### src/hw/atx_map.vh
// register offsets, field positions, reset values and command codes of the transfer executor
`ifndef ATX_MAP_VH
`define ATX_MAP_VH

// ----------------------------------------------------------------
// register byte offsets
// ----------------------------------------------------------------
`define ATX_OFS_INSTR      8'h00
`define ATX_OFS_ACC        8'h04
`define ATX_OFS_REGB       8'h08
`define ATX_OFS_DPTR       8'h0c
`define ATX_OFS_WAKE_B     8'h10
`define ATX_OFS_CLKCTL     8'h14
`define ATX_OFS_TMRBIT     8'h18
`define ATX_OFS_PRESC      8'h1c
`define ATX_OFS_CARRY      8'h20
`define ATX_OFS_RAMDATA    8'h24
`define ATX_OFS_STATUS     8'h28

// ----------------------------------------------------------------
// field positions
// ----------------------------------------------------------------
`define ATX_INSTR_OP_MSB   7
`define ATX_INSTR_OP_LSB   4
`define ATX_INSTR_IMM_MSB  3
`define ATX_INSTR_IMM_LSB  0
`define ATX_DPTR_Y_MSB     7
`define ATX_DPTR_Y_LSB     4
`define ATX_DPTR_X_MSB     3
`define ATX_DPTR_X_LSB     0
`define ATX_PRESC_RLD_MSB  15
`define ATX_PRESC_RLD_LSB  8
`define ATX_STAT_SKIP_BIT  0
`define ATX_STAT_BAD_BIT   1

// ----------------------------------------------------------------
// command codes in the op field
// ----------------------------------------------------------------
`define ATX_OP_LOAD_WAKE_CTL_B     4'h1
`define ATX_OP_STORE_ACC_FLIP_PTR  4'h2
`define ATX_OP_LOAD_CLOCK_CTL      4'h3
`define ATX_OP_LOAD_TIMER_CTL_BIT  4'h4
`define ATX_OP_LOAD_PRESCALER_PAIR 4'h5

// ----------------------------------------------------------------
// reset values
// ----------------------------------------------------------------
`define ATX_RST_NIBBLE     4'h0
`define ATX_RST_BYTE       8'h00
`define ATX_RST_BIT        1'b0
`define ATX_RST_WORD       32'h0000_0000

`endif

### src/hw/atx_exec.v
// accumulator transfer instruction executor with an AHB-Lite register slave
// How it works
// - load-wake-ctl-b copies accumulator, one cycle
// - store writes accumulator to RAM at pointer
// - then low pointer becomes pointer XOR immediate
// - load-clock-ctl copies accumulator into clock control
// - timer bit takes accumulator bit zero only
// - prescaler pair gets B high, A low
`timescale 1ns/1ps
`default_nettype none
`include "atx_map.vh"

module atx_exec #(
    parameter RAM_AW = 8
) (
    input  wire        hclk,
    input  wire        hresetn,
    input  wire        hsel,
    input  wire [31:0] haddr,
    input  wire [1:0]  htrans,
    input  wire        hwrite,
    input  wire [2:0]  hsize,
    input  wire [31:0] hwdata,
    input  wire        hready,
    output reg  [31:0] hrdata_ff,
    output wire        hreadyout,
    output wire        hresp,
    output reg  [3:0]  keyon_wake_ctl_b_ff,
    output reg  [3:0]  clock_ctl_reg_ff,
    output reg         timer_ctl_bit_reg_ff,
    output reg  [7:0]  prescaler_ff,
    output reg  [7:0]  prescaler_reload_reg_ff,
    output reg         carry_flag_ff,
    output reg         skip_next_ff,
    output reg         instr_done_ff
);

    // ----------------------------------------------------------------
    // core state
    // ----------------------------------------------------------------
    reg  [3:0]        acc_ff;
    reg  [3:0]        regb_ff;
    reg  [3:0]        ptr_x_ff;
    reg  [3:0]        ptr_y_ff;
    reg  [7:0]        last_instr_ff;
    reg               bad_op_ff;

    // bus pipeline state
    reg               wr_pend_ff;
    reg  [7:0]        wr_addr_ff;
    reg               rd_pend_ff;
    reg  [31:0]       rd_val;

    wire              addr_ph;
    wire [7:0]        addr_word;
    wire              wr_en;
    wire              exec;
    wire [3:0]        op;
    wire [3:0]        imm;
    wire [RAM_AW-1:0] data_pointer;
    wire              ram_we;
    wire [3:0]        ram_rdata;

    // ----------------------------------------------------------------
    // AHB-Lite slave
    // ----------------------------------------------------------------
    // only nonseq/seq with hready high is a real address phase
    assign addr_ph   = hsel & htrans[1] & hready;
    assign addr_word = {haddr[7:2], 2'b00};
    // one wait state only for the ram window, whose read port lags a cycle
    assign hreadyout = ~rd_pend_ff;
    assign hresp     = 1'b0;
    assign wr_en     = wr_pend_ff;

    // address phase capture and read data register
    always @(posedge hclk or negedge hresetn) begin
        if (!hresetn) begin
            wr_pend_ff <= 1'b0;
            wr_addr_ff <= `ATX_RST_BYTE;
            rd_pend_ff <= 1'b0;
            hrdata_ff  <= `ATX_RST_WORD;
        end else begin
            wr_pend_ff <= addr_ph & hwrite;
            if (addr_ph & hwrite) begin
                wr_addr_ff <= addr_word;
            end
            if (rd_pend_ff) begin
                rd_pend_ff <= 1'b0;
                hrdata_ff  <= {28'h0000000, ram_rdata};
            end else if (addr_ph & ~hwrite) begin
                if (addr_word == `ATX_OFS_RAMDATA) begin
                    rd_pend_ff <= 1'b1;
                end else begin
                    hrdata_ff <= rd_val;
                end
            end
        end
    end

    // read mux; unmapped offsets read zero with an okay answer
    always @* begin
        rd_val = 32'h0000_0000;
        case (addr_word)
            `ATX_OFS_INSTR:  rd_val = {24'h000000, last_instr_ff};
            `ATX_OFS_ACC:    rd_val = {28'h0000000, acc_ff};
            `ATX_OFS_REGB:   rd_val = {28'h0000000, regb_ff};
            `ATX_OFS_DPTR:   rd_val = {24'h000000, ptr_y_ff, ptr_x_ff};
            `ATX_OFS_WAKE_B: rd_val = {28'h0000000, keyon_wake_ctl_b_ff};
            `ATX_OFS_CLKCTL: rd_val = {28'h0000000, clock_ctl_reg_ff};
            `ATX_OFS_TMRBIT: rd_val = {31'h0, timer_ctl_bit_reg_ff};
            `ATX_OFS_PRESC:  rd_val = {16'h0000, prescaler_reload_reg_ff, prescaler_ff};
            `ATX_OFS_CARRY:  rd_val = {31'h0, carry_flag_ff};
            `ATX_OFS_STATUS: rd_val = {30'h0, bad_op_ff, skip_next_ff};
            default:         rd_val = 32'h0000_0000;
        endcase
    end

    // ----------------------------------------------------------------
    // instruction decode
    // ----------------------------------------------------------------
    // a write to the instruction register executes in that single cycle
    assign exec = wr_en & (wr_addr_ff == `ATX_OFS_INSTR);
    assign op   = hwdata[`ATX_INSTR_OP_MSB:`ATX_INSTR_OP_LSB];
    assign imm  = hwdata[`ATX_INSTR_IMM_MSB:`ATX_INSTR_IMM_LSB];

    // ram write uses the pointer as it stands before the flip
    assign data_pointer = {ptr_y_ff, ptr_x_ff};
    assign ram_we       = exec & (op == `ATX_OP_STORE_ACC_FLIP_PTR);

    // software loads of the operand registers
    always @(posedge hclk or negedge hresetn) begin
        if (!hresetn) begin
            acc_ff        <= `ATX_RST_NIBBLE;
            regb_ff       <= `ATX_RST_NIBBLE;
            ptr_y_ff      <= `ATX_RST_NIBBLE;
            carry_flag_ff <= `ATX_RST_BIT;
        end else if (wr_en) begin
            case (wr_addr_ff)
                `ATX_OFS_ACC:   acc_ff        <= hwdata[3:0];
                `ATX_OFS_REGB:  regb_ff       <= hwdata[3:0];
                `ATX_OFS_DPTR:  ptr_y_ff      <= hwdata[`ATX_DPTR_Y_MSB:`ATX_DPTR_Y_LSB];
                `ATX_OFS_CARRY: carry_flag_ff <= hwdata[0];
                default: ;
            endcase
        end
    end

    // low pointer: direct load, or flip by the immediate after the store
    always @(posedge hclk or negedge hresetn) begin
        if (!hresetn) begin
            ptr_x_ff <= `ATX_RST_NIBBLE;
        end else if (ram_we) begin
            ptr_x_ff <= ptr_x_ff ^ imm;
        end else if (wr_en && (wr_addr_ff == `ATX_OFS_DPTR)) begin
            ptr_x_ff <= hwdata[`ATX_DPTR_X_MSB:`ATX_DPTR_X_LSB];
        end
    end

    // destination registers of the transfer group
    always @(posedge hclk or negedge hresetn) begin
        if (!hresetn) begin
            keyon_wake_ctl_b_ff     <= `ATX_RST_NIBBLE;
            clock_ctl_reg_ff        <= `ATX_RST_NIBBLE;
            timer_ctl_bit_reg_ff    <= `ATX_RST_BIT;
            prescaler_ff            <= `ATX_RST_BYTE;
            prescaler_reload_reg_ff <= `ATX_RST_BYTE;
        end else if (exec) begin
            case (op)
                `ATX_OP_LOAD_WAKE_CTL_B: begin
                    keyon_wake_ctl_b_ff <= acc_ff;
                end
                `ATX_OP_LOAD_CLOCK_CTL: begin
                    clock_ctl_reg_ff <= acc_ff;
                end
                `ATX_OP_LOAD_TIMER_CTL_BIT: begin
                    timer_ctl_bit_reg_ff <= acc_ff[0];
                end
                `ATX_OP_LOAD_PRESCALER_PAIR: begin
                    prescaler_ff            <= {regb_ff, acc_ff};
                    prescaler_reload_reg_ff <= {regb_ff, acc_ff};
                end
                default: ;
            endcase
        end
    end

    // completion pulse, last instruction and illegal-op status
    // carry is never touched here and skip stays low for this group
    always @(posedge hclk or negedge hresetn) begin
        if (!hresetn) begin
            instr_done_ff <= 1'b0;
            skip_next_ff  <= 1'b0;
            last_instr_ff <= `ATX_RST_BYTE;
            bad_op_ff     <= 1'b0;
        end else begin
            instr_done_ff <= exec;
            if (exec) begin
                skip_next_ff  <= 1'b0;
                last_instr_ff <= hwdata[7:0];
                bad_op_ff     <= (op == 4'h0) || (op > `ATX_OP_LOAD_PRESCALER_PAIR);
            end
        end
    end

    // ----------------------------------------------------------------
    // data memory
    // ----------------------------------------------------------------
    atx_nibble_ram #(
        .AW (RAM_AW),
        .DW (4)
    ) u_ram (
        .clk      (hclk),
        .rst_n    (hresetn),
        .we       (ram_we),
        .waddr    (data_pointer),
        .wdata    (acc_ff),
        .raddr    (data_pointer),
        .rdata_ff (ram_rdata)
    );

endmodule

`default_nettype wire

### src/hw/atx_nibble_ram.v
// nibble data memory addressed by the data pointer, registered read port
`timescale 1ns/1ps
`default_nettype none

module atx_nibble_ram #(
    parameter AW = 8,
    parameter DW = 4
) (
    input  wire          clk,
    input  wire          rst_n,
    input  wire          we,
    input  wire [AW-1:0] waddr,
    input  wire [DW-1:0] wdata,
    input  wire [AW-1:0] raddr,
    output reg  [DW-1:0] rdata_ff
);

    reg [DW-1:0] mem [0:(1<<AW)-1];

    // ----------------------------------------------------------------
    // write port; array has no reset, software must initialise it
    // ----------------------------------------------------------------
    always @(posedge clk) begin
        if (we) begin
            mem[waddr] <= wdata;
        end
    end

    // read data always comes from a register, one cycle behind raddr
    always @(posedge clk or negedge rst_n) begin
        if (!rst_n) begin
            rdata_ff <= {DW{1'b0}};
        end else begin
            rdata_ff <= mem[raddr];
        end
    end

endmodule

`default_nettype wire

### config.mk
export PLATFORM = sky130hd
export DESIGN_NAME = atx_exec
export DESIGN_NICKNAME = d
export VERILOG_FILES = /design/src/hw/atx_exec.v /design/src/hw/atx_nibble_ram.v
export VERILOG_INCLUDE_DIRS = /design/src /design/src/hw
export SDC_FILE = /design/constraint.sdc
export NUM_CORES = 1
export LEC_CHECK = 0
export BUFFER_PORTS_ARGS = -buffer_cell sky130_fd_sc_hd__buf_2
export CAP_MARGIN = 5
export CELL_PAD_IN_SITES_DETAIL_PLACEMENT = 0
export CELL_PAD_IN_SITES_GLOBAL_PLACEMENT = 1
export CORE_ASPECT_RATIO = 1.75
export CORE_MARGIN = 1.5
export CORE_UTILIZATION = 30
export DETAILED_ROUTE_END_ITERATION = 16
export PLACE_DENSITY = 0.59
export SETUP_SLACK_MARGIN = 0.15
export SLEW_MARGIN = 20
export SYNTH_ARGS = -nofsm -noshare
export SYNTH_HDL_FRONTEND = slang
export SYNTH_SLANG_ARGS = --single-unit
### constraint.sdc
create_clock -name hclk -period 4.18 [get_ports hclk]
set_input_delay 0.209 -clock hclk [delete_from_list [all_inputs] [get_ports hclk]]
set_output_delay 0.209 -clock hclk [all_outputs]
set_load 0.05 [all_outputs]
Word level (Yosys, flattened, before mapping)
Memories as Yosys holds them, arrays and structs flattened. A register that Yosys moved wholly into a read port is not among the register bits.
Cells that the tools add are included.
W data, S select, Z words.
Cells by class
  equal/unequal tests: 20
  bitwise gates (word level): 9
  multiply operators: 0
  divide/modulo/power cells: 0
  shifts and indexed selects: 0
  mux-type cells: 11
  reduce and logical (&&, ||, !) cells: 17
  add/subtract/negate cells: 0
  $lt $le $gt $ge: 1
Operators by type and width (count)
  $pmux W16 S10: 1
  $mux W32: 3
  $eq A6 B2 Y1 const B: 4
  $eq A6 B3 Y1 const B: 4
  $eq A6 B4 Y1 const B: 4
  $reduce_and A2 Y1: 9
  $logic_not A8 Y1: 2
  $eq A6 B1 Y1 const B: 2
  $eq A4 B2 Y1 const B: 2
  $eq A4 B3 Y1 const B: 2
  $mux W4: 2
  $and A1 B1 Y1: 6
  $mux W1: 5
  $eq A4 B1 Y1 const B: 1
  $gt A4 B3 Y1 const B: 1
  $logic_not A4 Y1: 1
  $reduce_bool A2 Y1: 2
  $xor A4 B4 Y4: 1
  $ne A2 B2 Y1 const B: 1
  $not A1 Y1: 2
  $logic_and A1 B1 Y1: 1
  $logic_not A1 Y1: 1
  $logic_or A1 B1 Y1: 1
Word-level totals
  bits in read-only memories: 0
  output and inout port bits: 62
  memories kept: 1
  bits in latches: 0
  word-level logic and storage cells: 75
  bits of input ports: 74
  memory bits (writable): 1024
  bits in registers: 84
Memory list
  u_ram.mem: words 256, width 4, read ports 1, clocked after memory_dff 1, write ports 1, line atx_nibble_ram.v:18  | reg [DW-1:0] mem [0:(1<<AW)-1];

Longest topological paths before layout
Gate-level depths: netlist of the first run.
  word-level depth: 5
  depth in mapped cells: 8

Cells and area by module
Synthesis of the first run repeated with hierarchy kept, for this count alone.
Second synthesis, totals
  cells, all modules: 2335
  area total of the unflattened synthesis: 44052.2 µm²
Modules (own cells, without submodules)
  atx_nibble_ram: cells each 2051, instances 1, sequential area each 30849.6 µm², area an instance 40696.5 µm²
  atx_exec: cells each 284, instances 1, sequential area each 1701.6 µm², area an instance 3355.7 µm²

Worst setup path before layout of the first run
No wires, ideal clock.
  path kind: reg2reg
  from: reg acc_ff[0]
  to: reg hrdata_ff[0]
  arrival: 4426 ps
  period minus slack after synthesis: 4493 ps
  required time: 4113 ps
  path slack: -313 ps
  setup time: 67 ps
  path buffers: 0
  cell stages (with the launch flop): 5
  cell sequence: dfrtp_1 > mux4_2 > a22oi_1 > a21oi_1 > a221o_1
On the way
  longest elaborated chain between the ends: 4
Ends and longest elaborated chain
  from (decl): line atx_exec.v:41  | reg [3:0] acc_ff;
  from (signal assigned): line atx_exec.v:133  | acc_ff <= `ATX_RST_NIBBLE;
  from (signal assigned): line atx_exec.v:139  | `ATX_OFS_ACC: acc_ff <= hwdata[3:0];
  $pmux W16 S10: line atx_exec.v:103  | case (addr_word)
  $mux W32: line atx_exec.v:91  | if (addr_word == `ATX_OFS_RAMDATA) begin
  $mux W32: line atx_exec.v:90  | end else if (addr_ph & ~hwrite) begin
  $mux W32: line atx_exec.v:87  | if (rd_pend_ff) begin
  to (signal assigned): line atx_exec.v:81  | hrdata_ff <= `ATX_RST_WORD;
  to (signal assigned): line atx_exec.v:89  | hrdata_ff <= {28'h0000000, ram_rdata};
  to (signal assigned): line atx_exec.v:94  | hrdata_ff <= rd_val;
  to (decl): line atx_exec.v:25  | output reg [31:0] hrdata_ff,
No other way between the ends. The select of a mux whose other input is x is not followed.
A chain may end at the register's enable or synchronous reset.

==> results of run 1 <==
per-layer routing:
metal	vias to the layer above	GRT usage, %	share of wire [%]
met4	0	6.57	4.1
met1	11362	16.1	35
met3	146	1.82	4.2
met5	-	0	0
li1	9251	-	-
met2	603	29.3	57
worst register-to-register path, delay by kind of cell, from the launching register on:
family          cells  cell delay (ns)
mux                 1             0.51
compound gates      3             1.43
simple gates        1             0.17
buf+inv             2             0.53
flops               1             0.62
flip-flops by register name, indices dropped and copies added (netlist names), 6 cells and up:
register and cells:
hrdata_ff 16, wr_addr_ff 6, prescaler_reload_reg_ff 8, u_ram.mem 1024, last_instr_ff 8
final cells by class:
| type | instances | area (um2) |
|---|---|---|
| timing repair buffer | 199 | 1560 |
| multi-input combinational | 959 | 9800 |
| antenna | 1 | 2.50 |
| fill | 13315 | 93000 |
| clock inverter | 67 | 713 |
| clock buffer | 106 | 2410 |
| inverter | 6 | 22.5 |
| sequential | 1096 | 32600 |
| tap | 1850 | 2310 |
cell usage in the layout, fill, tap and decap left out, types with 14 or more instances in the layout:
| master | n |
|---|---|
| o21ai_0 | 15 |
| clkbuf_16 | 94 |
| a21oi_1 | 76 |
| edfxtp_1 | 1024 |
| buf_12 | 14 |
| nand2_1 | 50 |
| nor2_1 | 271 |
| a22oi_1 | 134 |
| buf_4 | 104 |
| mux2_2 | 36 |
| o41ai_1 | 17 |
| mux4_2 | 259 |
| clkinv_2 | 20 |
| conb_1 | 18 |
| dlygate4sd3_1 | 18 |
| dfrtp_1 | 66 |
| buf_2 | 63 |
| clkinv_1 | 16 |
power by group:
part	leakage (nW)	total, mW	switching [mW]	internal, mW
clock	1.53	8.99	4.00	4.98
combinational	3.57	1.24	0.823	0.417
sequential	10.6	12.5	0.181	12.3
metrics by stage:
stage	hold slack [ns]	utilization, %
2_1_floorplan	-0.0866	-
3_3_place_gp	0.350	32.4
3_5_place_dp	0.372	32.4
4_1_cts	0.00386	34.7
5_1_grt	0.0419	34.7
6_report	0.0447	34.7
kinds of logic after synthesis:
| group | after synthesis |
|---|---|
| other | 1 |
| buffers and inverters | 175 |
| flip-flops | 1096 |
| multiplexers | 302 |
| AND/OR/NAND/NOR | 377 |
| AO/OA/AOI/OAI | 262 |
worst max path at each step:
stage | startpoint | end | slack, ns | cells after the start
6_report | ptr_x_ff[0] | u_ram.rdata_ff[2] | 0.75 | 7
5_1_grt | ptr_x_ff[0] | u_ram.rdata_ff[2] | 0.65 | 7
4_1_cts | ptr_x_ff[0] | u_ram.rdata_ff[2] | 0.71 | 7
3_5_place_dp | ptr_x_ff[0] | u_ram.rdata_ff[2] | 0.75 | 7
3_3_place_gp | ptr_x_ff[0] | u_ram.rdata_ff[2] | 0.77 | 7
2_1_floorplan | acc_ff[0] | hrdata_ff[0] | 1.28 | 4
==> impl_metrics.json, run 1 <==
{
  "rsz0062_at_grt": "no",
  "syn-cell-area_um2": 43100,
  "gp_routability_congestion": 0.786,
  "synth_top_family_by_area": "multiplexers",
  "criticalPathCategory": "register to register",
  "io_buffers": 63,
  "cts-buffers-inserted": 93,
  "slowest_delay_ns": 1.02,
  "fin_cells": 4284,
  "synth_cells": 2213,
  "max-slew-margin-rel_pct": 22.3,
  "min_from": "htrans[1]",
  "path_delay_family": "compound AO/OA/AOI/OAI gates",
  "cts_tree": "built",
  "wl_per_cell_um": 25.8,
  "clk_pin_slew_ns": 0.07,
  "synth_area_leaders": "edfxtp_1 (71%), mux4_2 (14%), dfrtp_1 (4.2%)",
  "whs_endpoint": "wr_addr_ff[7]",
  "slew_violations": 0,
  "num-nets-final": 2429,
  "yosys_warnings": 0,
  "maxCapViolations": 0,
  "core-area_um2": 142000,
  "cts_setup_buffers": 0,
  "routed_wl_um": 111000,
  "synth_top_area_share_pct": 71.4,
  "finalCritPeriodShare_pct": 82.1,
  "hold_class": "input pin to register",
  "synth-xor-area-share_pct": 0,
  "fmax_mhz": 291,
  "first_pass_iters": 7,
  "synth-adder-area-share_pct": 0,
  "yosys-mux-area-fraction_pct": 14.7,
  "drc": 0,
  "async_flop_share_pct": 6.57,
  "postRouteAntennaNets": 0,
  "place_area_um2": 46100,
  "start_util_pct": 30.3,
  "start_kind": "register",
  "cp_max_fo": 18,
  "max-vdd-ir-drop_v": 0.000322,
  "grt_first_pass_wirelength_um": 160000,
  "ys_types": 43,
  "fin_area_um2": 49400,
  "ys_ff_latch": 1096,
  "area_growth_pct": 14.6,
  "worstReg2RegStart": "ptr_x_ff[0]",
  "fin_crit_ns": 3.43,
  "cp_cell_sequence": "buf_12 -> buf_4 -> mux4_2 -> a22oi_1 -> a21oi_1 -> o41ai_1 -> nand4_1",
  "synth_simple_gate_area_share_pct": 3.70,
  "r2r_setup_slack_ns": 0.75,
  "dpl.cell_count": 4092,
  "setup_slack_ns": 0.749,
  "cpMaxStageDelayCell": "o41ai_1",
  "seq_area_frac_synth_pct": 75.5,
  "synth-compound-area-share_pct": 4.14,
  "synth_edf_count": 1024,
  "crit_arrival_ns": 3.97,
  "drt_iter0_drc": 1813,
  "cts_buffer_depth": 3,
  "critPathRequiredTime_ns": 4.72,
  "power_mw": 22.7,
  "post_cts_resized": 0,
  "dp_slack_ns": 0.747,
  "grt_pass1_vias": 23351,
  "hold_depth": 4,
  "grt_usage_pct": 15.1,
  "finalSetupViolCount": 0,
  "ys.flop_type": "edfxtp_1",
  "cts-root-buf": "clkbuf_16",
  "final_layout_size_suffix_gt1_share_pct": 26.3,
  "status": "complete, no violations",
  "fin_tns_setup_ns": 0,
  "rr_endpoint": "u_ram.rdata_ff[2]",
  "dieArea_um2": 146000,
  "synth.most_common_cell": "edfxtp_1",
  "worstSetupEndpointType": "register",
  "cts_htree_levels": 3,
  "cp_num_buf_inv": 2,
  "routed_via_density": 4.99,
  "overflow": 0,
  "worst_pin_slew_ns": 1.15,
  "hpwl_um": 71400,
  "powerDensity_nw_per_um2": 460,
  "antenna_found_initial": 1,
  "hold_buffers": 18,
  "yosysTopAreaCell": "edfxtp_1",
  "p_leak_nw": 15.7,
  "avgSynthCellArea_um2": 19.5,
  "cts_sinks": 1096,
  "hold_viol": 0,
  "clk_latency_ns": 0.70,
  "grt_max_degree": 182,
  "fp.dieW_um": 290,
  "num_rows": 183,
  "vias": 21362,
  "fin_skew_ns": 0.0315,
  "chipHeight_um": 504,
  "reg2reg_depth": 7,
  "ios": 136,
  "synth_common_cells": "edfxtp_1 (1,024), nor2_1 (272), mux4_2 (259)"
}
Power figures use the tool's default switching activity.
==> run 2, diff against run 1 <==
- clock period: 4.18 -> 2.9 ns (I/O delays scaled with it)
==> run 2 against run 1 <==
Routed wire length rose by 3.5%; hold slack better by 0.0023 ns; first-iteration DRC count fell by 5.5%; utilization rose by 2.3 points; design area is 6.7% higher; cell count is 7.0% higher; critical path depth rose by 2; largest cell class unchanged.
==> impl_metrics.json, run 2 (synthesis gave the netlist of run 1 again) <==
{
  "chipHeight_um": 504,
  "slew_violations": 0,
  "routed_wl_um": 114000,
  "max-vdd-ir-drop_v": 0.000440,
  "antenna_found_initial": 1,
  "rsz0062_at_grt": "yes",
  "crit_arrival_ns": 3.35,
  "hold_class": "input pin to register",
  "postRouteAntennaNets": 0,
  "grt_max_degree": 190,
  "status": "complete, no violations",
  "drc": 0,
  "worst_pin_slew_ns": 1.16,
  "cts-root-buf": "clkbuf_16",
  "vias": 22446,
  "start_kind": "register",
  "max-slew-margin-rel_pct": 22.4,
  "seq_area_um2": 32600,
  "cts_sinks": 1096,
  "gp_routability_congestion": 0.812,
  "fin_skew_ns": 0.0281,
  "dieArea_um2": 146000,
  "cts-buffers-inserted": 90,
  "fp.dieW_um": 290,
  "fillers": 13080,
  "criticalPathCategory": "register to register",
  "finalCritPeriodShare_pct": 95.8,
  "num-nets-final": 2729,
  "overflow": 0,
  "mostFrequentLayoutCell": "edfxtp_1",
  "core-area_um2": 142000,
  "largestRegisters": "u_ram.mem x1024, hrdata_ff x16",
  "finalSetupViolCount": 0,
  "final_cell_mix": "edfxtp_1 (1,024), buf_4 (351), nor2_1 (270)",
  "wl_per_cell_um": 25.0,
  "grt_first_pass_wirelength_um": 164000,
  "io_buffers": 63,
  "clk_latency_ns": 0.72,
  "fin_tns_setup_ns": 0,
  "p_leak_nw": 17.6,
  "grt_usage_pct": 15.5,
  "cp_max_fo": 7,
  "worstSetupEndpointType": "register",
  "area_growth_pct": 22.3,
  "start_util_pct": 30.3,
  "fin_crit_ns": 2.78,
  "grt_pass1_vias": 24358,
  "largest_register_ffs": 1024,
  "cts_tree": "built",
  "first_pass_iters": 5,
  "drt_iter0_drc": 1713,
  "maxCapViolations": 0,
  "critPathRequiredTime_ns": 3.47,
  "cts_buffer_depth": 3,
  "clk_pin_slew_ns": 0.06,
  "hpwl_um": 72600,
  "post-route-util_pct": 37.0,
  "whs_ns": 0.0470,
  "powerDensity_nw_per_um2": 626,
  "num_rows": 183,
  "ios": 136,
  "routed_via_density": 4.90,
  "fmax_mhz": 360,
  "top_register": "u_ram.mem",
  "cts_htree_levels": 3,
  "multiInputGateArea_um2": 10200,
  "final_layout_size_suffix_gt1_share_pct": 36.5,
  "hold_viol": 0
}
-- run 2: cell types whose count changed in the layout (fill, tap and decap cells not counted), moves of 6 or more --
cell	change
a21oi_1	-11
a21oi_2	+9
a22oi_1	-28
a22oi_2	+28
buf_12	+32
buf_16	+9
buf_4	+247
buf_6	+6
clkinvlp_4	+7
o41ai_1	-14
o41ai_2	+8
o41ai_4	+6
-- run 2: final cells by class --
| type | instances | area share, % |
|---|---|---|
| clock inverter | 72 | 1.55 |
| timing repair buffer | 502 | 8.55 |
| clock buffer | 96 | 4.32 |
| multi-input combinational | 959 | 19.3 |
| antenna | 2 | 0.00950 |
| tap | 1850 | 4.39 |
| sequential | 1096 | 61.8 |
| inverter | 6 | 0.0427 |
-- run 2: worst paths after layout --
path | endpoint | depth (start not counted) | from | slack [ns]
min reg2reg | hrdata_ff[7] | 2 | hrdata_ff[7] | 0.48
max in group asynchronous | hrdata_ff[10] | 3 | hresetn | 2.10
max reg2reg | u_ram.rdata_ff[1] | 9 | ptr_x_ff[0] | 0.12
min | wr_en | 3 | htrans[1] | 0.05
min in group asynchronous | wr_addr_ff[7] | 2 | hresetn | 0.06
max | u_ram.rdata_ff[1] | 9 | ptr_x_ff[0] | 0.12
-- run 2: critical path: stages, from the launching register on --
cell and delay (ns):
dfrtp_4 0.52, buf_12 0.17, buf_16 0.16, buf_4 0.13
mux4_2 0.40, a22oi_1 0.31, a21oi_1 0.18, o41ai_2 0.43
buf_4 0.21, nand4_1 0.10
-- run 2: report_power, final --
part	internal [mW]	leakage [nW]	switching, mW
Clock	7.03	1.49	5.84
Sequential	17.7	10.6	0.186
Combinational	0.823	5.50	1.36
Total	25.6	17.6	7.39
-- run 2: timing repair --
item | CTS | global route
resized for setup | 36 | 47
setup buffers | 11 | 35
pin swaps | 1 | 12
hold buffers | 22 | 0
cloned | 1 | 3
setup endpoints to repair | 4 | 7
hold endpoints to repair | 73 | 0
-- run 2: per-layer routing --
layer / track usage, % / share of wire, % / vias to the layer above
li1: - / - / 9853
met1: 16.6 / 35 / 11828
met2: 30.0 / 56 / 599
met3: 2.15 / 4.4 / 166
met4: 6.22 / 4.1 / 0
met5: 0 / 0 / -
-- run 2: stage by stage --
stage / total power [mW] / std cells / instance area, um2 / worst slack, ns
after floorplan: 19.3 / 2230 / 43200 / -0.000908
after global placement: 20.2 / 4341 / 48300 / -0.0991
after global routing: 33.9 / 4582 / 52700 / 0.0913
after CTS: 33.2 / 4543 / 52000 / 0.0990
after detailed placement: 20.3 / 4341 / 48300 / -0.146
final: 33.0 / 4583 / 52700 / 0.122
